## src/rtl/rsc_pkg.sv

```systemverilog
// Constants, register map and state codes of the reset source controller.
`default_nettype none
package rsc_pkg;
  // ==========================================================================
  // Clock and timing
  localparam int CLK_MHZ = 25;
  localparam int INIT_BASE_NS = 200;
  localparam int STARTUP_STEP_NS = 1000;
  localparam int CRC_SCAN_NS = 20000;
  localparam int INIT_BASE_CYC = (INIT_BASE_NS * CLK_MHZ + 999) / 1000;
  localparam int STARTUP_STEP_CYC = (STARTUP_STEP_NS * CLK_MHZ + 999) / 1000;
  localparam int CRC_SCAN_CYC = (CRC_SCAN_NS * CLK_MHZ + 999) / 1000;
  localparam int CNT_W = 12;
  // ==========================================================================
  // Register indices; the byte address is four times the index.
  localparam logic [7:0] IDX_CAUSE = 8'h00;
  localparam logic [7:0] IDX_SOFTWARE_RESET = 8'h01;
  localparam logic [7:0] IDX_KEY = 8'h02;
  localparam logic [7:0] IDX_STATUS = 8'h03;
  localparam int ADDR_W = 4;
  // ==========================================================================
  // Field positions
  localparam int POS_PWRON = 0;
  localparam int POS_BROWN = 1;
  localparam int POS_PIN = 2;
  localparam int POS_WDOG = 3;
  localparam int POS_SOFT = 4;
  localparam int POS_DEBUG = 5;
  localparam int POS_SOFT_EN = 0;
  localparam int NSRC = 6;
  localparam logic [5:0] PWR_SRC_MASK = 6'h03;
  // ==========================================================================
  // Reset values and protection
  localparam logic [5:0] CAUSE_RST = 6'h00;
  localparam logic [2:0] SUT_RST = 3'h0;
  localparam logic [4:0] SYNC_RST = 5'h04;
  localparam logic [2:0] UNLOCK_WRITES = 3'h4;
  localparam logic [1:0] RESP_OKAY = 2'h0;
  localparam logic [1:0] RESP_DECERR = 2'h3;
  // ==========================================================================
  // Sequencer states
  typedef enum logic [1:0] {
    ST_RUN = 2'b00,
    ST_SRC = 2'b01,
    ST_INIT = 2'b10
  } rsc_state_e;
endpackage
`default_nettype wire

```

## src/rtl/rsc_reset_controller.sv

```systemverilog
// Reset source controller: combines reset requests, sequences reset and records its cause.
// Overview of operation
// - Six sources, power and user groups, each forces a device reset.
// - Controller always on; fuse-enabled sources request nothing until enabled.
// - After reset ends, the causing source is readable in the cause register.
// - Power-on holds reset while active and through the initialization sequence.
// - Brown-out detection below trigger level issues a reset.
// - When fuse-enabled, low reset pin holds reset until pin returns high.
// - Watchdog time-out issues a reset.
// - Writing one to soft reset enable starts reset until sequence completes.
// - Power resets also reset the debug interface; other resets spare it.
// - Every reset reloads fuse-loaded registers.
// - Reset has a source phase, then initialization after all sources release.
// - Power-caused resets lengthen initialization by the fuse start-up time.
// - Enabled start-up CRC scan lengthens initialization by its duration.
// - Controller works in active and every sleep mode.
// - Soft reset write needs key write first, then write within four writes; reads do not count.
// - Protected write without unlock leaves the register unchanged.
// - Cause bits: 5 debug, 4 soft, 3 watchdog, 2 pin, 1 brown-out, 0 power-on.
// - Writing one clears a cause flag; zero leaves it.
// - Power-on reset clears every cause flag except the power-on flag.
// - After power-on only its flag is set until a full boot runs.
// - Soft reset enable bit always reads zero.
//
// Chosen here: the AXI4-Lite slave port.
`default_nettype none
module rsc_reset_controller #(
  parameter logic [7:0] KEY_VALUE = 8'ha5
) (
  // Clock, reset and clock enable
  input wire logic aclk,
  input wire logic aresetn,
  input wire logic ce,
  // AXI4-Lite write address and data
  input wire logic [rsc_pkg::ADDR_W-1:0] s_axi_awaddr,
  input wire logic s_axi_awvalid,
  output logic s_axi_awready,
  input wire logic [31:0] s_axi_wdata,
  input wire logic [3:0] s_axi_wstrb,
  input wire logic s_axi_wvalid,
  output logic s_axi_wready,
  // AXI4-Lite write response
  output logic [1:0] s_axi_bresp,
  output logic s_axi_bvalid,
  input wire logic s_axi_bready,
  // AXI4-Lite read
  input wire logic [rsc_pkg::ADDR_W-1:0] s_axi_araddr,
  input wire logic s_axi_arvalid,
  output logic s_axi_arready,
  output logic [31:0] s_axi_rdata,
  output logic [1:0] s_axi_rresp,
  output logic s_axi_rvalid,
  input wire logic s_axi_rready,
  // Reset sources from pins and other domains
  input wire logic poweron_req,
  input wire logic brownout_req,
  input wire logic reset_pin_n,
  input wire logic watchdog_req,
  input wire logic debug_req,
  // Fuse values
  input wire logic fuse_reset_pin_en,
  input wire logic fuse_brownout_en,
  input wire logic [2:0] fuse_startup_time,
  input wire logic fuse_crc_scan_en,
  // Reset outputs
  output logic sys_reset_n,
  output logic debug_reset_n,
  output logic fuse_reload
);
  import rsc_pkg::*;

  // ==========================================================================
  // Input synchronisers
  logic [4:0] sync_a;
  logic [4:0] sync_b;
  logic [4:0] raw_in;
  assign raw_in = {debug_req, watchdog_req, reset_pin_n, brownout_req, poweron_req};
  always_ff @(posedge aclk) begin
    if (!aresetn) begin
      sync_a <= SYNC_RST;
      sync_b <= SYNC_RST;
    end else if (ce) begin
      sync_a <= raw_in;
      sync_b <= sync_a;
    end
  end
  // ==========================================================================
  // Fuse shadow registers
  logic pin_en;
  logic bod_en;
  logic [2:0] startup_time_field;
  logic crc_en;
  logic next_pin_en;
  logic next_bod_en;
  logic [2:0] next_sut;
  logic next_crc_en;
  // ==========================================================================
  // Source combination
  logic sw_req;
  logic [NSRC-1:0] req;
  logic any_req;
  always_comb begin
    req = '0;
    req[POS_PWRON] = sync_b[0];
    req[POS_BROWN] = sync_b[1] & bod_en;
    req[POS_PIN] = ~sync_b[2] & pin_en;
    req[POS_WDOG] = sync_b[3];
    req[POS_SOFT] = sw_req;
    req[POS_DEBUG] = sync_b[4];
    any_req = |req;
  end
  // ==========================================================================
  // Sequencer
  rsc_state_e state;
  rsc_state_e next_state;
  logic [CNT_W-1:0] cnt;
  logic [CNT_W-1:0] next_cnt;
  logic [NSRC-1:0] pend;
  logic [NSRC-1:0] next_pend;
  logic [NSRC-1:0] cause;
  logic [NSRC-1:0] next_cause;
  logic next_sys_reset_n;
  logic next_debug_reset_n;
  logic next_fuse_reload;
  logic [NSRC-1:0] cause_clr;
  logic [CNT_W-1:0] init_len;
  always_comb begin
    init_len = CNT_W'(INIT_BASE_CYC);
    if ((pend & PWR_SRC_MASK) != '0) begin
      init_len = init_len + CNT_W'(startup_time_field * STARTUP_STEP_CYC);
    end
    if (crc_en) begin
      init_len = init_len + CNT_W'(CRC_SCAN_CYC);
    end
  end
  always_comb begin
    next_state = state;
    next_cnt = cnt;
    next_pend = pend;
    next_fuse_reload = 1'b0;
    next_pin_en = pin_en;
    next_bod_en = bod_en;
    next_sut = startup_time_field;
    next_crc_en = crc_en;
    next_cause = cause & ~cause_clr;
    case (state)
      ST_RUN: begin
        if (any_req) begin
          next_state = ST_SRC;
          next_pend = req;
        end
      end
      ST_SRC: begin
        next_pend = pend | req;
        if (!any_req) begin
          next_state = ST_INIT;
          next_cnt = init_len;
          next_fuse_reload = 1'b1;
          next_pin_en = fuse_reset_pin_en;
          next_bod_en = fuse_brownout_en;
          next_sut = fuse_startup_time;
          next_crc_en = fuse_crc_scan_en;
        end
      end
      ST_INIT: begin
        if (any_req) begin
          next_state = ST_SRC;
          next_pend = pend | req;
        end else if (cnt == '0) begin
          next_state = ST_RUN;
          if (pend[POS_PWRON]) begin
            next_cause = '0;
            next_cause[POS_PWRON] = 1'b1;
          end else begin
            next_cause = next_cause | pend;
          end
          next_pend = '0;
        end else begin
          next_cnt = cnt - CNT_W'(1);
        end
      end
      default: begin
        next_state = ST_SRC;
      end
    endcase
    next_sys_reset_n = (next_state == ST_RUN);
    next_debug_reset_n = !((next_state != ST_RUN) && ((next_pend & PWR_SRC_MASK) != '0));
  end
  // No state here depends on the sleep mode.
  always_ff @(posedge aclk) begin
    if (!aresetn) begin
      state <= ST_SRC;
      cnt <= '0;
      pend <= '0;
      cause <= CAUSE_RST;
      sys_reset_n <= 1'b0;
      debug_reset_n <= 1'b0;
      fuse_reload <= 1'b0;
      pin_en <= 1'b0;
      bod_en <= 1'b0;
      startup_time_field <= SUT_RST;
      crc_en <= 1'b0;
    end else if (ce) begin
      state <= next_state;
      cnt <= next_cnt;
      pend <= next_pend;
      cause <= next_cause;
      sys_reset_n <= next_sys_reset_n;
      debug_reset_n <= next_debug_reset_n;
      fuse_reload <= next_fuse_reload;
      pin_en <= next_pin_en;
      bod_en <= next_bod_en;
      startup_time_field <= next_sut;
      crc_en <= next_crc_en;
    end
  end
  // ==========================================================================
  // AXI4-Lite slave
  logic aw_got;
  logic w_got;
  logic [ADDR_W-3:0] aw_idx;
  logic [7:0] w_byte;
  logic w_lane0;
  logic [1:0] bresp;
  logic bvalid;
  logic [31:0] rdata;
  logic [1:0] rresp;
  logic rvalid;
  logic [2:0] unlock;
  logic next_aw_got;
  logic next_w_got;
  logic [ADDR_W-3:0] next_aw_idx;
  logic [7:0] next_w_byte;
  logic next_w_lane0;
  logic [1:0] next_bresp;
  logic next_bvalid;
  logic [31:0] next_rdata;
  logic [1:0] next_rresp;
  logic next_rvalid;
  logic [2:0] next_unlock;
  logic next_sw_req;
  logic wr_fire;
  logic [7:0] wr_idx;
  logic [7:0] rd_idx;
  assign s_axi_awready = ce & ~aw_got & ~bvalid;
  assign s_axi_wready = ce & ~w_got & ~bvalid;
  assign s_axi_arready = ce & ~rvalid;
  assign s_axi_bresp = bresp;
  assign s_axi_bvalid = bvalid;
  assign s_axi_rdata = rdata;
  assign s_axi_rresp = rresp;
  assign s_axi_rvalid = rvalid;
  assign wr_fire = aw_got & w_got & ~bvalid;
  assign wr_idx = {{(10 - ADDR_W){1'b0}}, aw_idx};
  assign rd_idx = {{(10 - ADDR_W){1'b0}}, s_axi_araddr[ADDR_W-1:2]};
  always_comb begin
    next_aw_got = aw_got;
    next_w_got = w_got;
    next_aw_idx = aw_idx;
    next_w_byte = w_byte;
    next_w_lane0 = w_lane0;
    next_bresp = bresp;
    next_bvalid = bvalid;
    next_unlock = unlock;
    next_sw_req = 1'b0;
    cause_clr = '0;
    if (s_axi_awvalid && s_axi_awready) begin
      next_aw_got = 1'b1;
      next_aw_idx = s_axi_awaddr[ADDR_W-1:2];
    end
    if (s_axi_wvalid && s_axi_wready) begin
      next_w_got = 1'b1;
      next_w_byte = s_axi_wdata[7:0];
      next_w_lane0 = s_axi_wstrb[0];
    end
    if (s_axi_bvalid && s_axi_bready) begin
      next_bvalid = 1'b0;
    end
    if (wr_fire) begin
      next_aw_got = 1'b0;
      next_w_got = 1'b0;
      next_bvalid = 1'b1;
      next_bresp = RESP_OKAY;
      if (unlock != '0) begin
        next_unlock = unlock - 3'h1;
      end
      case (wr_idx)
        IDX_CAUSE: begin
          if (w_lane0) begin
            cause_clr = w_byte[NSRC-1:0];
          end
        end
        IDX_SOFTWARE_RESET: begin
          if (w_lane0 && unlock != '0) begin
            next_sw_req = w_byte[POS_SOFT_EN];
            next_unlock = '0;
          end
        end
        IDX_KEY: begin
          if (w_lane0 && w_byte == KEY_VALUE) begin
            next_unlock = UNLOCK_WRITES;
          end
        end
        IDX_STATUS: begin
          next_bresp = RESP_OKAY;
        end
        default: begin
          next_bresp = RESP_DECERR;
        end
      endcase
    end
  end
  always_comb begin
    next_rdata = rdata;
    next_rresp = rresp;
    next_rvalid = rvalid;
    if (s_axi_rvalid && s_axi_rready) begin
      next_rvalid = 1'b0;
    end
    if (s_axi_arvalid && s_axi_arready) begin
      next_rvalid = 1'b1;
      next_rresp = RESP_OKAY;
      next_rdata = '0;
      case (rd_idx)
        IDX_CAUSE: begin
          next_rdata = {26'h0, cause};
        end
        IDX_SOFTWARE_RESET: begin
          next_rdata = '0;
        end
        IDX_KEY: begin
          next_rdata = {29'h0, unlock};
        end
        IDX_STATUS: begin
          next_rdata = {18'h0, 2'(state), cnt};
        end
        default: begin
          next_rresp = RESP_DECERR;
        end
      endcase
    end
  end
  always_ff @(posedge aclk) begin
    if (!aresetn) begin
      aw_got <= 1'b0;
      w_got <= 1'b0;
      aw_idx <= '0;
      w_byte <= 8'h00;
      w_lane0 <= 1'b0;
      bresp <= RESP_OKAY;
      bvalid <= 1'b0;
      rdata <= 32'h0;
      rresp <= RESP_OKAY;
      rvalid <= 1'b0;
      unlock <= 3'h0;
      sw_req <= 1'b0;
    end else if (ce) begin
      aw_got <= next_aw_got;
      w_got <= next_w_got;
      aw_idx <= next_aw_idx;
      w_byte <= next_w_byte;
      w_lane0 <= next_w_lane0;
      bresp <= next_bresp;
      bvalid <= next_bvalid;
      rdata <= next_rdata;
      rresp <= next_rresp;
      rvalid <= next_rvalid;
      unlock <= next_unlock;
      sw_req <= next_sw_req;
    end
  end
endmodule
`default_nettype wire

```

## config.mk

```make
export PLATFORM = sky130hd
export DESIGN_NAME = rsc_reset_controller
export DESIGN_NICKNAME = d
export VERILOG_FILES = /design/src/rtl/rsc_pkg.sv /design/src/rtl/rsc_reset_controller.sv
export SDC_FILE = /design/constraint.sdc
export NUM_CORES = 1
export LEC_CHECK = 0
export ABC_CLOCK_PERIOD_IN_PS = 2930
export BUFFER_PORTS_ARGS = -buffer_cell sky130_fd_sc_hd__buf_2
export CELL_PAD_IN_SITES_DETAIL_PLACEMENT = 1
export CELL_PAD_IN_SITES_GLOBAL_PLACEMENT = 2
export CORE_MARGIN = 4
export CORE_UTILIZATION = 30
export CTS_CLUSTER_SIZE = 24
export DETAILED_ROUTE_END_ITERATION = 8
export PLACE_DENSITY = 0.89
export SYNTH_ARGS = -nofsm -noshare
export SYNTH_HDL_FRONTEND = slang
export SYNTH_SLANG_ARGS = --single-unit
```

## constraint.sdc

```tcl
create_clock -name aclk -period 2.93 [get_ports aclk]
set_input_delay 0 -clock aclk [delete_from_list [all_inputs] [get_ports aclk]]
set_output_delay 0 -clock aclk [all_outputs]
set_load 0.005 [all_outputs]
```

== After elaboration in Yosys (flattened, before gate mapping) ==
Index checks and enable logic that the tools add are counted.

* Bits in registers: 100
* Logic and storage cells: 144
* Output and inout port bits: 44

* Reduce and logical (&&, ||, !) cells: 38
* Multiply operators: 1
* Bitwise gates (word level): 19
* Multiplexer cells: 42
* Add/sub/neg operators: 4
* Equal/unequal tests: 14

{| class="wikitable"
|+ Operators with widths
! operator !! number
|-
| $mux W6 || 10
|-
| $mux W12 || 4
|-
| $pmux W14 S3 || 1
|-
| $pmux W12 S2 || 1
|-
| $pmux W6 S3 || 1
|-
| $logic_not A8 Y1 || 2
|-
| $reduce_and A2 Y1 || 8
|-
| $mux W1 || 13
|-
| $add A12 B9 Y12 const B || 1
|-
| $logic_not A12 Y1 || 1
|-
| $mux W2 || 6
|-
| $or A6 B6 Y6 || 2
|-
| $reduce_bool A2 Y1 || 6
|-
| $reduce_bool A6 Y1 || 2
|-
| $sub A12 B1 Y12 const B || 1
|-
| $eq A2 B2 Y1 const B || 5
|-
| $add A3 B8 Y9 const A || 1
|-
| $and A1 B1 Y1 || 9
|-
| $mux W3 || 3
|-
| $mux W9 || 1
|-
| $eq A8 B8 Y1 const B || 1
|-
| $logic_and A1 B1 Y1 || 8
|-
| $mul A3 B5 Y8 const B || 1
|-
| $ne A2 B2 Y1 const B || 4
|-
| 16 further kinds || 26
|}

== Longest topological paths before layout ==
* Word-level depth: 10
* Depth in mapped cells: 11

== Worst setup path after synthesis ==
Ideal clock, no wire load.

* Path type: register to register
* From: register startup_time_field[1]
* To: register cnt[8]
* Slack: 0.674 ns
* Path buffers: 0
* Cell stages (with the launch flop): 12
* Arrival: 2.126 ns
* Cell sequence: dfxtp_1 > inv_1 > ha_1 > inv_1 > ha_1 > ha_1 > and4_1 > a311oi_1 > o21ai_0 > nand2_1 > mux2i_1 > o22ai_2

* Longest elaborated chain between the ends: 7

{| class="wikitable"
|+ RTL lines
! item !! line !! source
|-
| from (decl) || rsc_reset_controller.sv:91 || <nowiki>logic [2:0] startup_time_field;</nowiki>
|-
| from (signal assigned) || rsc_reset_controller.sv:213 || <nowiki>startup_time_field <= next_sut;</nowiki>
|-
| $mul A3 B5 Y8 (*) || rsc_reset_controller.sv:130 || <nowiki>init_len = init_len + CNT_W'(startup_time_field * STARTUP_STEP_CYC);</nowiki>
|-
| $add A3 B8 Y9 (*) || rsc_reset_controller.sv:130 ||
|-
| $mux W9 (*) || rsc_reset_controller.sv:129 || <nowiki>if ((pend & PWR_SRC_MASK) != '0) begin</nowiki>
|-
| $add A12 B9 Y12 || rsc_reset_controller.sv:133 || <nowiki>init_len = init_len + CNT_W'(CRC_SCAN_CYC);</nowiki>
|-
| $mux W12 (*) || rsc_reset_controller.sv:132 || <nowiki>if (crc_en) begin</nowiki>
|-
| $mux W12 (*) || rsc_reset_controller.sv:155 || <nowiki>if (!any_req) begin</nowiki>
|-
| $pmux W12 S2 (*) || rsc_reset_controller.sv:146 || <nowiki>case (state)</nowiki>
|-
| to (signal assigned) || rsc_reset_controller.sv:205 || <nowiki>cnt <= next_cnt;</nowiki>
|-
| to (decl) || rsc_reset_controller.sv:116 || <nowiki>logic [CNT_W-1:0] cnt;</nowiki>
|}

Every way passes the cells marked *; elsewhere a longest branch is shown, timed or not. The select of a mux whose other input is x is not followed.
A chain may end at the register's enable or synchronous reset.

== Final worst setup path ==
* From: register startup_time_field[0]
* To: register cnt[8]

Same word-level chain as after synthesis.

==> impl_metrics.py <==
metrics = {
    "synth": {
        "synth_xor_area_share_pct": 2.04,
        "synthDistinctLibCells": 68,
        "synth_cells": 532,
        "ys_warn_count": 0,
        "synth_top_family_by_area": "simple AND/OR/NAND/NOR gates",
        "seq_area_frac_synth_pct": 37.3,
        "synth_edf_count": 0,
        "synth.area.mux_share_pct": 3.52,
        "synth_adder_area_share_pct": 4.66,
        "ys_seq_elements": 80,
        "synthArstFlopShare_pct": 0,
        "post-synth-top-count-cell": "dfxtp_1",
        "synth_simple_gate_area_share_pct": 24.8,
        "synth_commonest_cells": "dfxtp_1 (80), nand2_1 (73), a21oi_1 (51), nor2_1 (51), clkbuf_1 (21)",
        "synth_compound_area_share_pct": 19.9,
        "synth_top_area_share_pct": 37.3,
        "syn-cell-area_um2": 4300,
        "syn_area_per_cell_um2": 8.08,
        "synthTopCellsByArea": "dfxtp_1 (37%), nand2_1 (6.4%), a21oi_1 (5.9%)",
        "synth_top_area_cell": "dfxtp_1",
        "synth_flop_cell": "dfxtp_1",
    },
    "floorplan": {
        "die_width_um": 128,
        "initial_utilization_pct": 30.9,
        "io_pins": 107,
        "rows": 43,
        "die_height_um": 128,
        "floorplan.core_area_um2": 13900,
        "die_area_um2": 16300,
    },
    "timing": {
        "hold_viol_final": 0,
        "rsz0062_at_grt": "no",
        "final.period_utilization_pct": 86.2,
        "skew_ns": 0.00936,
        "relSlewSlack_pct": 61.6,
        "tightestPinTransition_ns": 0.571,
        "setup_violations": 0,
        "setup_slack_ns": 0.404,
        "slew_violations": 0,
        "fin_tns_setup_ns": 0,
        "fmax_ghz": 0.396,
        "min_period_ns": 2.53,
    },
    "clock_network": {
        "cts-root-buf": "clkbuf_16",
        "cts_resized": 0,
        "numClockSinks": 80,
        "clock_latency_ns": 0.34,
        "clock_path_buffers": 2,
        "cts_tree": "done",
        "clk_pin_slew_ns": 0.06,
        "cts-buffers-inserted": 9,
        "h-tree-depth": 3,
    },
    "finish": {
        "layout-drive-gt1-share_pct": 16.8,
        "fin_nets": 680,
        "antennaDiodeCount": 0,
        "multi_input_area_um2": 2430,
        "area_delta_synth_final_pct": 21.6,
        "regArea_um2": 1600,
        "fillers": 1702,
    },
    "worst_setup_path": {
        "required_ns": 3.15,
        "cp.arrival_ns": 2.75,
        "path_cells": "ha_1 -> ha_1 -> ha_1 -> and4_1 -> a311oi_1 -> o21ai_0 -> nand2_1 -> mux2i_1 -> o22ai_2",
        "startpoint_type": "register",
        "critical_path.top_delay_family": "adder cells",
        "endpoint_kind": "register",
        "cp_common_cell": "ha_1",
        "path_class": "reg2reg",
        "critical-path-slowest-cell": "dfxtp_1",
        "slowest_delay_ns": 0.46,
        "critPathBufInv": 0,
        "path_max_fanout": 7,
    },
    "grt": {
        "antenna_found_initial": 0,
        "grt_start_max_net_pins": 31,
        "grt_pass1_vias": 4160,
        "grt_pass1_wl_mm": 20.3,
        "grt_overflow": 0,
        "grtUsageTotal_pct": 15.2,
    },
    "detailed_routing": {
        "wl_mm": 12.0,
        "via_count": 3934,
        "wl_per_cell_um": 15.3,
        "vias_per_cell": 5.01,
        "drt_iter0_markers": 168,
        "drt.antenna.violating_nets": 0,
        "drt_pass1_iterations": 4,
        "drc_errors": 0,
    },
    "place": {
        "place_congestion": 0.812,
        "hpwlAfterDp_mm": 8.77,
        "place_worst_setup_slack_ns": 0.399,
        "port_buffers": 57,
    },
    "power_and_ir_drop": {
        "leakagePower_nw": 2.17,
        "ir_drop_v": 0.000256,
        "p_per_area_nw_per_um2": 538,
    },
    "min_path": {
        "hp-class": "in2reg",
    },
    "status": {
        "status": "completed",
    },
    "job": {
        "cap_violations": 0,
    },
}
==> routing by layer <==
| layer | up-vias | track usage, % | share of wire (%) |
|---|---|---|---|
| met5 | - | 0 | 0 |
| met4 | 0 | 3.81 | 0.89 |
| met3 | 8 | 3.29 | 3.5 |
| met2 | 68 | 26.7 | 49 |
| met1 | 1898 | 19.0 | 47 |
| li1 | 1960 | - | - |
==> metrics by stage <==
stage          instance area (µm²)  std cells  total power [mW]  hold WS, ns  utilization, %
4_1_cts                       5230        786              2.84       0.0361            37.5
6_report                      5230        786              2.81       0.0348            37.5
3_5_place_dp                  4680        746              1.66        0.227            33.6
5_1_grt                       5230        786              2.95       0.0769            37.5
3_3_place_gp                  4680        746              1.64        0.218            33.6
2_1_floorplan                 4360        549              1.53        0.128               -
==> final cells by class <==
type,instances,area share [%]
clock buffer,10,4.57
clock inverter,6,1.27
inverter,16,1.15
multi-input combinational,404,46.5
sequential,80,30.6
tap,180,4.31
timing repair buffer,90,11.6
==> sequential cells by signal, indices dropped and copies added (netlist names), 2 cells and up <==
register            cells
unlock                  3
cnt                    12
sync_a                  5
cause                   6
aw_idx                  2
w_byte                  8
sync_b                  5
pend                    6
startup_time_field      3
s_axi_rdata            14
state                   2
==> cells by family after synthesis <==
family                     after synthesis
and+or+nand+nor                        214
AOI/OAI and AO/OA                      131
DFF                                     80
buffers and inverters                   65
adders and majority gates               16
muxes                                   15
xor gates and xnor gates                10
other                                    1
==> cell usage in the layout (no fill, tap or decap), types with 4 or more instances in the layout <==
| cell | instances |
|---|---|
| dlygate4sd3_1 | 24 |
| nor3_1 | 15 |
| o21a_1 | 8 |
| nor2b_1 | 6 |
| and3_1 | 5 |
| and2_1 | 5 |
| a211oi_1 | 5 |
| dfxtp_1 | 80 |
| mux2i_1 | 14 |
| xnor2_1 | 7 |
| clkbuf_16 | 9 |
| a21boi_0 | 7 |
| conb_1 | 18 |
| buf_4 | 8 |
| nand2b_1 | 12 |
| inv_1 | 13 |
| buf_2 | 57 |
| o21ai_0 | 17 |
| ha_1 | 16 |
| or2_2 | 5 |
| a221oi_1 | 6 |
| a22oi_1 | 6 |
| nand4_1 | 4 |
| a21oi_1 | 51 |
| nand3_1 | 17 |
| nor2_1 | 51 |
| nand2_1 | 73 |
==> final timing paths <==
kind                                             from         endpoint  slack, ns  cells past startpoint
worst min-delay path                  s_axi_araddr[3]   s_axi_rdata[1]       0.03                      3
worst max-delay path            startup_time_field[0]           cnt[8]       0.40                      9
worst min register to register        s_axi_rdata[11]  s_axi_rdata[11]       0.45                      2
worst max register to register  startup_time_field[0]           cnt[8]       0.40                      9
==> what timing repair did <==
item | 4_1_cts | 5_1_grt
hold endpoints to repair | 24 | 0
hold buffers | 24 | 0
buffers inserted | 0 | 0
==> worst reg2reg max path: stages, from the launching register on <==
cell and delay, ns:
dfxtp_1 0.46, ha_1 0.36, ha_1 0.21, ha_1 0.29, and4_1 0.21, a311oi_1 0.26, o21ai_0 0.20, nand2_1 0.13
mux2i_1 0.22, o22ai_2 0.08
==> power by group <==
group / leakage (nW) / total, mW / internal, mW / switching (mW)
Combinational: 1.37 / 0.458 / 0.201 / 0.257
Clock: 0.153 / 1.15 / 0.686 / 0.468
Sequential: 0.652 / 1.20 / 1.14 / 0.0627
Total: 2.17 / 2.81 / 2.03 / 0.787
Note: power is estimated with default switching activity, not from simulation.
